--- src/mec_pkg.sv ---
/*
 * Constants shared by the motion event interrupt block: host port
 * addresses, command codes, status bit positions, reset values and timing.
 * Assumes a single 100 MHz clock domain.
 */
package mec_pkg;
	// Clock and busy timing
	localparam int          CLK_PERIOD_NS = 10;             // Period of ref_clk
	localparam int          BUSY_TIME_NS  = 40;             // Busy time after a transfer
	localparam int          BUSY_CYC      = (BUSY_TIME_NS + CLK_PERIOD_NS - 1) / CLK_PERIOD_NS;
	localparam logic [3:0]  BUSY_LOAD     = 4'(BUSY_CYC);   // Busy counter load
	// Host port addresses
	localparam logic [1:0]  ADDR_CMD      = 2'h0;           // Command write, status read
	localparam logic [1:0]  ADDR_DATA     = 2'h1;           // Data byte write and read
	// Command codes
	localparam logic [7:0]  CMD_RESET     = 8'h00;          // Soft reset
	localparam logic [7:0]  CMD_ARM_INDEX = 8'h03;          // arm_index_capture
	localparam logic [7:0]  CMD_READ_IDX  = 8'h09;          // read_captured_index
	localparam logic [7:0]  CMD_ERR_STOP  = 8'h1a;          // load_error_stop_threshold
	localparam logic [7:0]  CMD_ERR_IRQ   = 8'h1b;          // load_error_irq_threshold
	localparam logic [7:0]  CMD_MASK      = 8'h1c;          // set_event_mask
	localparam logic [7:0]  CMD_CLEAR     = 8'h1d;          // clear_event_flags
	localparam logic [7:0]  CMD_BP_ABS    = 8'h20;          // set_absolute_breakpoint
	localparam logic [7:0]  CMD_BP_REL    = 8'h21;          // set_relative_breakpoint
	// Status byte and event bit positions
	localparam int          BIT_BUSY      = 0;              // Busy indication
	localparam int          BIT_CMD_ERR   = 1;              // Command error
	localparam int          BIT_TRAJ      = 2;              // Trajectory complete
	localparam int          BIT_INDEX     = 3;              // Index pulse
	localparam int          BIT_WRAP      = 4;              // Wrap-around
	localparam int          BIT_POS_ERR   = 5;              // Position error
	localparam int          BIT_BREAK     = 6;              // Breakpoint
	localparam int          EV_LO         = 1;              // Lowest event bit
	localparam int          EV_HI         = 6;              // Highest event bit
	// Reset values
	localparam logic [6:1]  MASK_RST      = 6'h1f;          // All enabled but breakpoint
	localparam logic [14:0] THR_RST       = 15'h7fff;       // Error threshold after reset
	localparam logic [11:0] ZERO_12       = 12'h800;        // Half scale, 12-bit port
	localparam logic [11:0] ZERO_8        = 12'h080;        // Half scale, 8-bit port
	// Word index within a command's data
	localparam logic [2:0]  WORD_FIRST    = 3'h0;           // First data word
	localparam logic [2:0]  WORD_SECOND   = 3'h1;           // Second data word
endpackage : mec_pkg

--- src/mec_cmd_if.sv ---
/*
 * Interface carrying decoded commands and assembled data words from the
 * byte assembler to the event logic. Assumes both ends share ref_clk.
 */
`timescale 1ns/100ps
`default_nettype none
interface mec_cmd_if;
	logic        cmd_stb;   // One-cycle pulse: command accepted
	logic [7:0]  cmd_code;  // Code of the current command
	logic        word_stb;  // One-cycle pulse: data word complete
	logic [15:0] word;      // Assembled word, first byte high
	logic [2:0]  word_idx;  // Index of the word within the command
	logic        busy;      // Busy indication

	// Producer side
	modport src (output cmd_stb, output cmd_code, output word_stb,
		output word, output word_idx, output busy);
	// Consumer side
	modport snk (input cmd_stb, input cmd_code, input word_stb,
		input word, input word_idx, input busy);
endinterface : mec_cmd_if
`default_nettype wire

--- src/mec_byte_asm.sv ---
/*
 * Host byte assembler: takes command and data byte writes, drops any while
 * busy, pairs data bytes high first into words. Assumes a plain bus master
 * on ref_clk with one-cycle strobes.
 */
`timescale 1ns/100ps
`default_nettype none
module mec_byte_asm
	import mec_pkg::*;
(
	input  wire logic ref_clk,
	input  wire logic sys_rst,
	input  wire logic wr_stb,
	input  wire logic [1:0] addr,
	input  wire logic [7:0] wdata,
	mec_cmd_if.src    cif
);
	logic [3:0] busy_q;     // Busy countdown
	logic       hi_pend_q;  // First byte of a pair held
	logic [7:0] hi_q;       // Held first byte
	logic [2:0] idx_q;      // Next word index
	logic       cmd_ok;     // Command write taken
	logic       dat_ok;     // Data write taken
	logic       pair_done;  // Second byte of a pair

	assign cmd_ok    = wr_stb && (addr == ADDR_CMD) && (busy_q == 4'h0);
	assign dat_ok    = wr_stb && (addr == ADDR_DATA) && (busy_q == 4'h0);
	assign pair_done = dat_ok && hi_pend_q;
	assign cif.busy  = (busy_q != 4'h0);

	// Busy starts on a command or a completed pair
	always_ff @(posedge ref_clk) begin
		if (sys_rst)
			busy_q <= 4'h0;
		else if (cmd_ok || pair_done)
			busy_q <= BUSY_LOAD;
		else if (busy_q != 4'h0)
			busy_q <= busy_q - 4'h1;
	end

	// Byte pairing, restarted by each command
	always_ff @(posedge ref_clk) begin
		if (sys_rst) begin
			hi_pend_q    <= 1'b0;
			hi_q         <= 8'h00;
			idx_q        <= WORD_FIRST;
			cif.cmd_code <= CMD_RESET;
		end else if (cmd_ok) begin
			hi_pend_q    <= 1'b0;
			idx_q        <= WORD_FIRST;
			cif.cmd_code <= wdata;
		end else if (dat_ok) begin
			hi_pend_q <= !hi_pend_q;
			hi_q      <= wdata;
			if (hi_pend_q)
				idx_q <= idx_q + 3'h1;
		end
	end

	// Strobes and word toward the event logic
	always_ff @(posedge ref_clk) begin
		if (sys_rst) begin
			cif.cmd_stb  <= 1'b0;
			cif.word_stb <= 1'b0;
			cif.word     <= 16'h0000;
			cif.word_idx <= WORD_FIRST;
		end else begin
			cif.cmd_stb  <= cmd_ok;
			cif.word_stb <= pair_done;
			if (pair_done) begin
				cif.word     <= {hi_q, wdata};
				cif.word_idx <= idx_q;
			end
		end
	end
endmodule : mec_byte_asm
`default_nettype wire

--- src/mec_event_ctrl.sv ---
/*
 * Event flags and host interrupt of a servo motion controller: index
 * capture, position error thresholds with stop, breakpoints, mask and
 * clear commands. Assumes encoder pins are asynchronous and the position,
 * error and event inputs come from logic on ref_clk.
 */
// Summary of operation
// - Interrupt only for unmasked conditions
// - Status shows conditions regardless of mask
// - Arm command captures position at index
// - Capture when both phases and index low
// - Error threshold two bytes, high first
// - Flag error when magnitude exceeds threshold
// - Stop threshold also zeroes motor output
// - Absolute breakpoint sets breakpoint flag
// - Relative breakpoint from target plus offset
// - Mask bits 1-6, one enables
// - Fixed bit positions for six events
// - Zero bits clear matching flags
// - Reset enables all masks but breakpoint
// - Commands ignored while busy
`timescale 1ns/100ps
`default_nettype none
module mec_event_ctrl
	import mec_pkg::*;
(
	input  wire logic        ref_clk,
	input  wire logic        sys_rst,
	input  wire logic [1:0]  bus_addr,
	input  wire logic [7:0]  bus_wdata,
	input  wire logic        bus_wr,
	input  wire logic        bus_rd,
	output logic      [7:0]  bus_rdata,
	input  wire logic        enc_phase_a,
	input  wire logic        enc_phase_b,
	input  wire logic        enc_index,
	input  wire logic [31:0] abs_position,
	input  wire logic [31:0] target_position,
	input  wire logic [31:0] loop_error,
	input  wire logic        traj_done_evt,
	input  wire logic        wrap_evt,
	input  wire logic        cmd_err_evt,
	input  wire logic        port12_mode,
	input  wire logic [11:0] filter_out,
	output logic      [11:0] motor_out,
	output logic             motor_stopped,
	output logic             host_irq
);
	mec_cmd_if cif ();        // Command and word carrier

	logic [2:0]  pin_s1_q;     // First sync stage: a, b, index
	logic [2:0]  pin_s2_q;     // Second sync stage
	logic        all_low_q;    // Previous all-low state
	logic [6:1]  flags_q;      // Event flags
	logic [6:1]  mask_q;       // Event masks
	logic [14:0] thr_q;        // Error threshold
	logic        stop_en_q;    // Stop on excessive error
	logic        idx_arm_q;    // Index capture armed
	logic [31:0] idx_pos_q;    // Captured index position
	logic [15:0] bp_hi_q;      // First breakpoint word
	logic [31:0] bp_q;         // Breakpoint position
	logic        bp_arm_q;     // Breakpoint armed
	logic [31:0] rd_buf_q;     // Report bytes queued for data reads
	logic [7:0]  rdata_q;      // Read data
	logic        irq_q;        // Interrupt output
	logic [11:0] motor_q;      // Motor output
	logic        stop_q;       // Motor held at zero

	// Decoded events and commands
	logic        all_low;      // Phases and index all low
	logic        cap_hit;      // Index capture fires
	logic [31:0] err_mag;      // Magnitude of loop error
	logic        err_hit;      // Error beyond threshold
	logic        bp_hit;       // Breakpoint reached
	logic        is_reset;     // Soft reset command
	logic        w_thr;        // Threshold word
	logic        w_mask;       // Mask word
	logic        w_clear;      // Clear word
	logic        w_bp;         // Breakpoint second word
	logic [6:1]  set_vec;      // Flags set this cycle
	logic [6:1]  clr_vec;      // Flags cleared this cycle
	logic [6:1]  flags_d;      // Next flags
	logic [6:1]  mask_d;       // Next masks
	logic [7:0]  status_byte;  // Status byte
	logic [11:0] zero_code;    // Half-scale motor code
	logic [31:0] bp_new;       // Breakpoint from second word

	// True when a word of the given command arrives
	function automatic logic word_of(input logic [7:0] code);
		word_of = cif.word_stb && (cif.cmd_code == code);
	endfunction : word_of

	// Byte pairing and busy handling
	mec_byte_asm u_asm (
		.ref_clk (ref_clk),
		.sys_rst (sys_rst),
		.wr_stb  (bus_wr),
		.addr    (bus_addr),
		.wdata   (bus_wdata),
		.cif     (cif.src)
	);

	// Two-stage synchroniser for the encoder pins
	always_ff @(posedge ref_clk) begin
		if (sys_rst) begin
			pin_s1_q <= 3'h0;
			pin_s2_q <= 3'h0;
		end else begin
			pin_s1_q <= {enc_index, enc_phase_b, enc_phase_a};
			pin_s2_q <= pin_s1_q;
		end
	end

	assign all_low  = (pin_s2_q == 3'h0);
	assign cap_hit  = idx_arm_q && all_low && !all_low_q;
	assign err_mag  = loop_error[31] ? (32'h0 - loop_error) : loop_error;
	assign err_hit  = err_mag > {17'h0, thr_q};
	assign bp_hit   = bp_arm_q && (abs_position == bp_q);

	// Command and word decode
	assign is_reset = cif.cmd_stb && (cif.cmd_code == CMD_RESET);
	assign w_thr    = word_of(CMD_ERR_IRQ) || word_of(CMD_ERR_STOP);
	assign w_mask   = word_of(CMD_MASK);
	assign w_clear  = word_of(CMD_CLEAR);
	assign w_bp     = (word_of(CMD_BP_ABS) || word_of(CMD_BP_REL))
		&& (cif.word_idx == WORD_SECOND);
	assign bp_new   = (cif.cmd_code == CMD_BP_REL)
		? target_position + {bp_hi_q, cif.word} : {bp_hi_q, cif.word};

	assign set_vec[BIT_CMD_ERR] = cmd_err_evt;
	assign set_vec[BIT_TRAJ]    = traj_done_evt;
	assign set_vec[BIT_INDEX]   = cap_hit;
	assign set_vec[BIT_WRAP]    = wrap_evt;
	assign set_vec[BIT_POS_ERR] = err_hit;
	assign set_vec[BIT_BREAK]   = bp_hit;

	assign clr_vec  = w_clear ? ~cif.word[EV_HI:EV_LO] : 6'h00;
	// A flag set in the same cycle as its clear stays set
	assign flags_d  = (flags_q & ~clr_vec) | set_vec;
	assign mask_d   = w_mask ? cif.word[EV_HI:EV_LO] : mask_q;

	assign status_byte = {1'b0, flags_q, cif.busy};
	assign zero_code   = port12_mode ? ZERO_12 : ZERO_8;

	// Event flags
	always_ff @(posedge ref_clk) begin
		if (sys_rst)
			flags_q <= 6'h00;
		else
			flags_q <= flags_d;
	end

	always_ff @(posedge ref_clk) begin
		if (sys_rst || is_reset)
			mask_q <= MASK_RST;
		else
			mask_q <= mask_d;
	end

	always_ff @(posedge ref_clk) begin
		if (sys_rst || is_reset) begin
			thr_q     <= THR_RST;
			stop_en_q <= 1'b0;
		end else if (w_thr) begin
			thr_q     <= cif.word[14:0];
			stop_en_q <= (cif.cmd_code == CMD_ERR_STOP);
		end
	end

	always_ff @(posedge ref_clk) begin
		if (sys_rst) begin
			idx_arm_q <= 1'b0;
			// Sync stages reset to all low, so no false edge follows reset
			all_low_q <= 1'b1;
			idx_pos_q <= 32'h0;
		end else begin
			all_low_q <= all_low;
			if (cif.cmd_stb && cif.cmd_code == CMD_ARM_INDEX)
				idx_arm_q <= 1'b1;
			else if (cap_hit)
				idx_arm_q <= 1'b0;
			if (cap_hit)
				idx_pos_q <= abs_position;
		end
	end

	always_ff @(posedge ref_clk) begin
		if (sys_rst || is_reset) begin
			bp_hi_q  <= 16'h0;
			bp_q     <= 32'h0;
			bp_arm_q <= 1'b0;
		end else if (w_bp) begin
			bp_q     <= bp_new;
			bp_arm_q <= 1'b1;
		end else begin
			if (word_of(CMD_BP_ABS) || word_of(CMD_BP_REL))
				bp_hi_q <= cif.word;
			if (bp_hit)
				bp_arm_q <= 1'b0;
		end
	end

	// Host read data: status byte, or queued report bytes high first
	always_ff @(posedge ref_clk) begin
		if (sys_rst) begin
			rdata_q  <= 8'h00;
			rd_buf_q <= 32'h0;
		end else begin
			if (cif.cmd_stb && cif.cmd_code == CMD_READ_IDX)
				rd_buf_q <= idx_pos_q;
			else if (bus_rd && bus_addr == ADDR_DATA)
				rd_buf_q <= {rd_buf_q[23:0], 8'h00};
			if (bus_rd && bus_addr == ADDR_CMD)
				rdata_q <= status_byte;
			else if (bus_rd && bus_addr == ADDR_DATA)
				rdata_q <= rd_buf_q[31:24];
			else
				rdata_q <= 8'h00;
		end
	end

	always_ff @(posedge ref_clk) begin
		if (sys_rst)
			irq_q <= 1'b0;
		else
			irq_q <= |(flags_q & mask_q);
	end

	always_ff @(posedge ref_clk) begin
		if (sys_rst || is_reset) begin
			stop_q  <= 1'b0;
			motor_q <= ZERO_8;
		end else begin
			if (err_hit && stop_en_q)
				stop_q <= 1'b1;
			motor_q <= stop_q ? zero_code : filter_out;
		end
	end

	assign bus_rdata     = rdata_q;
	assign host_irq      = irq_q;
	assign motor_out     = motor_q;
	assign motor_stopped = stop_q;
endmodule : mec_event_ctrl
`default_nettype wire

--- config.mk ---
export PLATFORM = sky130hd
export DESIGN_NAME = mec_event_ctrl
export DESIGN_NICKNAME = d
export VERILOG_FILES = /design/src/mec_pkg.sv /design/src/mec_cmd_if.sv /design/src/mec_byte_asm.sv /design/src/mec_event_ctrl.sv
export SDC_FILE = /design/constraint.sdc
export NUM_CORES = 1
export LEC_CHECK = 0
export ABC_AREA = 1
export BUFFER_PORTS_ARGS = -buffer_cell sky130_fd_sc_hd__buf_2
export CAP_MARGIN = 40
export CORE_MARGIN = 2
export CORE_UTILIZATION = 30
export CTS_CLUSTER_SIZE = 8
export DETAILED_ROUTE_END_ITERATION = 6
export GPL_TIMING_DRIVEN = 0
export SETUP_SLACK_MARGIN = 0.2
export SYNTH_ARGS = -nofsm -noshare
export SYNTH_HDL_FRONTEND = slang
export SYNTH_SLANG_ARGS = --single-unit
--- constraint.sdc ---
create_clock -name ref_clk -period 2.45 [get_ports ref_clk]
set_clock_uncertainty 0.1 [all_clocks]
set_input_delay 0.1225 -clock ref_clk [delete_from_list [all_inputs] [get_ports ref_clk]]
set_output_delay 0.1225 -clock ref_clk [all_outputs]
set_load 0.03 [all_outputs]
Word level (Yosys, flattened, before mapping)
Cells that the tools add are included.
- add/sub/neg operators: 4
- order comparisons: 1
- eq/ne operators: 11
- mux-type cells: 15
- bitwise gates (word level): 8
- reduce and logical (&&, ||, !) cells: 43
- operator list (cell ; number):
    $mux W32 ; 4
    $add A32 B32 Y32 ; 1
    $eq A32 B32 Y1 ; 1
    $eq A8 B5 Y1 const B ; 4
    $gt A32 B15 Y1 ; 1
    $sub A1 B32 Y32 const A ; 1
    $mux W12 ; 2
    $logic_and A1 B1 Y1 ; 21
    $eq A8 B6 Y1 const B ; 2
    $mux W7 ; 2
    $and A6 B6 Y6 ; 2
    $not A6 Y6 ; 2
    $eq A8 B2 Y1 const B ; 1
    $eq A8 B4 Y1 const B ; 1
    $logic_not A8 Y1 ; 1
    $reduce_bool A2 Y1 ; 4
    $mux W3 ; 2
    $mux W6 ; 1
    $or A6 B6 Y6 ; 1
    $reduce_and A2 Y1 ; 3
    $reduce_or A6 Y1 ; 1
    $logic_not A4 Y1 ; 1
    $logic_or A1 B1 Y1 ; 4
    $mux W1 ; 4
    11 further kinds ; 15
- bits in registers: 216
- input bits: 129
- output and inout bits: 22
- logic and storage cells: 110

Logic depth before layout (Yosys ltp)
- word-level depth: 6
- depth in mapped cells: 18
- mapped depth without buffers: 18

Cells and area by module
Synthesis repeated with hierarchy kept, for this count alone.
- cells, all modules: 1731
- area total of the unflattened synthesis: 11787.6 um^2
- by module, submodules not included (module ; times used ; cells an instance ; area each (um^2) ; seq. area each (um^2)):
    mec_event_ctrl ; 1 ; 1514 ; 10082.2 ; 3423.3
    mec_byte_asm ; 1 ; 217 ; 1705.4 ; 900.9

Worst setup path before layout
No wires, ideal clock.
- kind: input-to-reg
- start point: in loop_error[0]
- end point: reg flags_q[5] in the netlist's numbering
- setup time: 0.110 ns
- arrival: 1.999 ns
- required time: 2.240 ns
- slack: 0.241 ns
- cell stages on the path: 15
- buffers on the path: 0
- path through: inv_1 > ha_1 > nand2_1 > nor2_4 > nand3_2 > nand2_2 > xnor2_1 > ha_1 > nand2_1 > nor4b_1 > nand2_1 > a21oi_1 > nand4_1 > nand2_1 > inv_1
- word-level cells in the longest chain between the ends: 4
- RTL lines (what ; RTL line ; RTL):
    from (decl) ; mec_event_ctrl.sv:39 ; input wire logic [31:0] loop_error,
    $sub A1 B32 Y32 ; mec_event_ctrl.sv:116 ; assign err_mag = loop_error[31] ? (32'h0 - loop_error) : loop_error;
    $mux W32 * ; mec_event_ctrl.sv:116 ;
    $gt A32 B15 Y1 * ; mec_event_ctrl.sv:117 ; assign err_hit = err_mag > {17'h0, thr_q};
    $or A6 B6 Y6 * ; mec_event_ctrl.sv:139 ; assign flags_d = (flags_q & ~clr_vec) | set_vec;
    to (signal assigned) ; mec_event_ctrl.sv:150 ; flags_q <= flags_d;
    to (decl) ; mec_event_ctrl.sv:54 ; logic [6:1] flags_q;
Every way passes the cells marked *; elsewhere a longest branch is shown, timed or not.
A chain may end at the register's enable or synchronous reset.

Worst setup path in the final report
- start point: reg bp_hi_q[1]
- end point: reg bp_q[26]
- word-level cells in the longest chain between the ends: 2
- RTL lines (what ; RTL line ; RTL):
    from (decl) ; mec_event_ctrl.sv:60 ; logic [15:0] bp_hi_q;
    from (signal assigned) ; mec_event_ctrl.sv:197 ; bp_hi_q <= cif.word;
    $add A32 B32 Y32 ; mec_event_ctrl.sv:128 ; ? target_position + {bp_hi_q, cif.word} : {bp_hi_q, cif.word};
    $mux W32 ; mec_event_ctrl.sv:128 ;
    to (signal assigned) ; mec_event_ctrl.sv:193 ; bp_q <= bp_new;
    to (decl) ; mec_event_ctrl.sv:61 ; logic [31:0] bp_q;
Every way passes these cells.

==> out/results.env <==
RESULT_OF_THE_RUN='finished, final reports clean'
TOTAL_SWITCHING_POWER_W=0.002302
SHARE_OF_LAYOUT_CELLS_ABOVE_DRIVE_STRENGTH_1_PCT=18.66
CLK-INSERTION-DELAY-LATE_NS=0.57
MOST_FREQUENT_CELLS_IN_THE_LAYOUT='nand2_1, dfxtp_1, a21oi_1'
INITIAL_CORE_UTIL_PCT=30.39
NUM-NETS-FINAL=2122
VIAS=12250
CLOCK_TREE_FROM_TRITONCTS='done'
COMBPWRFRAC_PCT=13.4
POSTSYNTHAREAPERCELL_UM2=7.004
CRIT_ARRIVAL_NS=2.57
POWER.SEQUENTIAL.FRACTION_PCT=41.9
CLK_PIN_SLEW_NS=0.05
SYNTH_SEQUENTIAL_AREA_RATIO_PCT=36.81
ASYNCSETRESETFLOPFRACSYNTH_PCT=0
PWRDENS_mW_PER_MM2=577.0
BOUNDARYPINS=151
DP_HPWL_UM=31710
POWER.SHARE.CLOCK_PCT=44.7
SYNTH.DISTINCT_CELLS=55
YOSYS_MOST_USED_DFF='dfxtp_1'
YS_FF_LATCH=216
GRT_PASS1_WL_UM=63570
START_KIND='register'
TNS_NS=0
SYN_AREA_MM2=0.01175
CLOCK_TREE.HTREE_LEVEL_COUNT=1
TIMING.FINAL.HOLD_VIOLATIONS=0
DETAIL-ROUTE-ANTENNA-NETS=0
ROUTED_WIRELENGTH_UM=41000
FP.DIEH_UM=201.9
CTSROOTBUFFERMASTER='clkbuf_16'
MAX-VDD-IR-DROP_V=0.0004598
CTS-BUFFERS-INSERTED=31
YOSYS_WARNINGS=0
SLEW_VIOL_FINAL=0
LAYOUT-AREA-OVERHEAD-VS-SYNTH_PCT=28.90
R2R_CELLS=10
NUMBER_OF_ITERATIONS_IN_THE_FIRST_DETAILED_ROUTING_PASS=5
POWER_SWITCHING_SHARE_PCT=26.36
TIMING.HOLD.WORST.CLASS='input port to register'
LAYOUT_WORST_PATH_CYCLE_SHARE_PCT=90.50
FINAL.MIN_CLOCK_PERIOD_NS=2.217
ROW_COUNT=72
DIE_WIDTH_UM=201.9
HOLD_PATH_CELL_CNT=5
GLOBAL_ROUTE.OVERFLOW_TOTAL=0
POSTSYNTHCELLCOUNT=1677
POST_DRT_VIA_CELL_RATIO=4.975
GPL.FINAL_WEIGHTED_CONGESTION=0.9118
RRSETUPSLACK_NS=0.23
WIRE_PER_INST_UM=16.65
TOTAL_LEAKAGE_POWER_nW=6.425
MAX_SLEW.WORST_PIN.SLEW_NS=0.6055
CLK_PATH_BUF_DEPTH=3
ANTENNA_CELLS_INSERTED=0
COUNT_OF_FLIP_FLOPS_WITH_A_BUILT_IN_ENABLE_AFTER_SYNTHESIS=0
CRITPATHKIND='register to register'
TOTAL_DIE_AREA_MM2=0.04075
NUMPORTBUFFERS=149
CRITICAL_PATH_PEAK_FANOUT=4
WORST_EP_REQUIRED_TIME_NS=2.80
TOTAL_POWER_W=0.008736
SYN-NUM-NETS=1856
GRT_SETUP_UNREPAIRED='yes'
ACHIEVABLE-FREQUENCY_MHz=451.0
NUMBER_OF_ANTENNA_VIOLATIONS_AT_THE_FIRST_CHECK_IN_GLOBAL_ROUTING=1
CRIT_PATH_END_KIND='register'
INTERNAL_POWER_CONSUMPTION_W=0.006433
TRACK_USAGE_PCT=19.49
MOST_COMMON_CELL_AFTER_LAYOUT_FILL_AND_TAPS_ASIDE='nand2_1'
CORE_AREA_MM2=0.03865
HOLD_SLACK_NS=0.01248
DRC_VIOLATIONS=0
FIRST_GLOBAL_VIAS=11730
RELSLEWSLACK_PCT=59.48
GRT_START_MAX_NET_PINS=17
CLOCK_SINKS=216
INITIALDRTVIOLATIONCOUNT=881
CAP_VIOL_MAX_COUNT=0
FINAL-SETUP-VIOL-COUNT=0
[path summary, 6_finish.rpt]
kind,from,end
worst max register to register,bp_hi_q[1],bp_q[26]
worst min register to register,pin_s1_q[2],pin_s2_q[2]
worst min-delay path,target_position[4],bp_q[4]
worst max-delay path,bp_hi_q[1],bp_q[26]
[worst max-delay path, cell delays in order, from the launching register on]
cell and delay [ns]:
dfxtp_1 0.39, ha_1 0.30, a21oi_1 0.19, o21ai_0 0.19
a21oi_1 0.24, or2_0 0.17, nand3_2 0.12, nand2_1 0.09
nand2_1 0.05, o21ai_1 0.18, a21oi_1 0.09
[cell usage after synthesis, types with 2 or more instances]
| cell | number | share of area (%) |
|---|---|---|
| a21o_1 | 3 | 0.19 |
| a21oi_1 | 209 | 8.9 |
| a21oi_2 | 9 | 0.67 |
| a221oi_2 | 3 | 0.38 |
| a31oi_1 | 21 | 1.1 |
| and2_1 | 2 | 0.11 |
| buf_1 | 5 | 0.16 |
| buf_2 | 20 | 0.85 |
| buf_4 | 5 | 0.32 |
| buf_6 | 2 | 0.19 |
| clkbuf_1 | 36 | 1.2 |
| clkinv_1 | 2 | 0.064 |
| dfxtp_1 | 216 | 37 |
| ha_1 | 49 | 5.2 |
| inv_1 | 191 | 6.1 |
| inv_2 | 16 | 0.51 |
| nand2_1 | 321 | 10 |
| nand2_2 | 3 | 0.16 |
| nand3_1 | 113 | 4.8 |
| nand3_2 | 3 | 0.26 |
| nand3b_1 | 4 | 0.26 |
| nand4_1 | 17 | 0.91 |
| nor2_1 | 130 | 4.2 |
| nor2_2 | 4 | 0.21 |
| nor2_4 | 5 | 0.48 |
| nor3_1 | 12 | 0.51 |
| nor3_4 | 2 | 0.28 |
| nor4_1 | 6 | 0.32 |
| nor4_4 | 2 | 0.36 |
| o2111ai_1 | 4 | 0.30 |
| o211ai_1 | 19 | 1.2 |
| o21a_1 | 5 | 0.32 |
| o21ai_0 | 99 | 4.2 |
| o21ai_1 | 62 | 2.6 |
| o21bai_1 | 4 | 0.26 |
| o22ai_1 | 4 | 0.21 |
| or2_0 | 2 | 0.11 |
| or2_2 | 9 | 0.48 |
| xnor2_1 | 29 | 2.2 |
| xor2_1 | 14 | 1.0 |
[power by group through the flow]
stage	Clock, W	Sequential, W	Combinational [W]
finish	0.00391	0.00366	0.00117
detailed placement	0	0.00374	0.00101
global route	0.00411	0.00367	0.00130
floorplan	0	0.00376	0.000623
CTS	0.00398	0.00366	0.00112
global placement	0	0.00373	0.000992
[flip-flops by register name, summed over array words and instances, names as in the netlist, 12 cells and up]
name            count
bp_hi_q            16
motor_out          12
rd_buf_q           32
bp_q               32
u_asm.cif.word     16
idx_pos_q          32
thr_q              15
[metrics by stage]
stage	worst slack, ns	cell area [um^2]	util [%]	cells
after detailed placement	-0.5551	13140	34.00	2344
after floorplan	0.2411	11750	-	1677
final	0.2326	15140	39.18	2463
after global routing	0.08502	15140	39.18	2463
after global placement	-0.4848	13140	34.00	2344
after CTS	0.1805	14840	38.39	2453
[cell type report]
class / count / area (um^2)
clock inverter: 2 / 50.05
buffer: 68 / 327.8
tap: 518 / 648.1
timing repair buffer: 233 / 1549
fill: 4055 / 23510
inverter: 209 / 788.3
multi-input combinational: 1184 / 6605
sequential: 216 / 4369
clock buffer: 33 / 803.3
[repair_timing]
item                                   CTS  global route
gates resized for setup                 38            68
endpoints found under the hold margin   92             0
pin swaps                                8            18
buffers inserted                         5            10
hold buffers                            69             0
setup endpoints to repair               29            59
[metal layers]
layer | wire length (um) | global-route usage, %
met4 | 1430 | 7.405
met2 | 19170 | 33.12
met1 | 18250 | 25.35
met3 | 2133 | 2.161
met5 | 13 | 0
[logic make-up (layout without fill, tap and decap cells)]
group           Yosys count  count (layout)  share of synthesized area (%)
flops                   216             216                          36.81
simple gates            642             642                          24.31
compound gates          449             449                          20.93
fa+ha+maj                50              50                          5.390
buf+inv                 277             545                          9.353
xor+xnor                 43              43                          3.206
No activity file was read; power rests on OpenSTA's default activity.
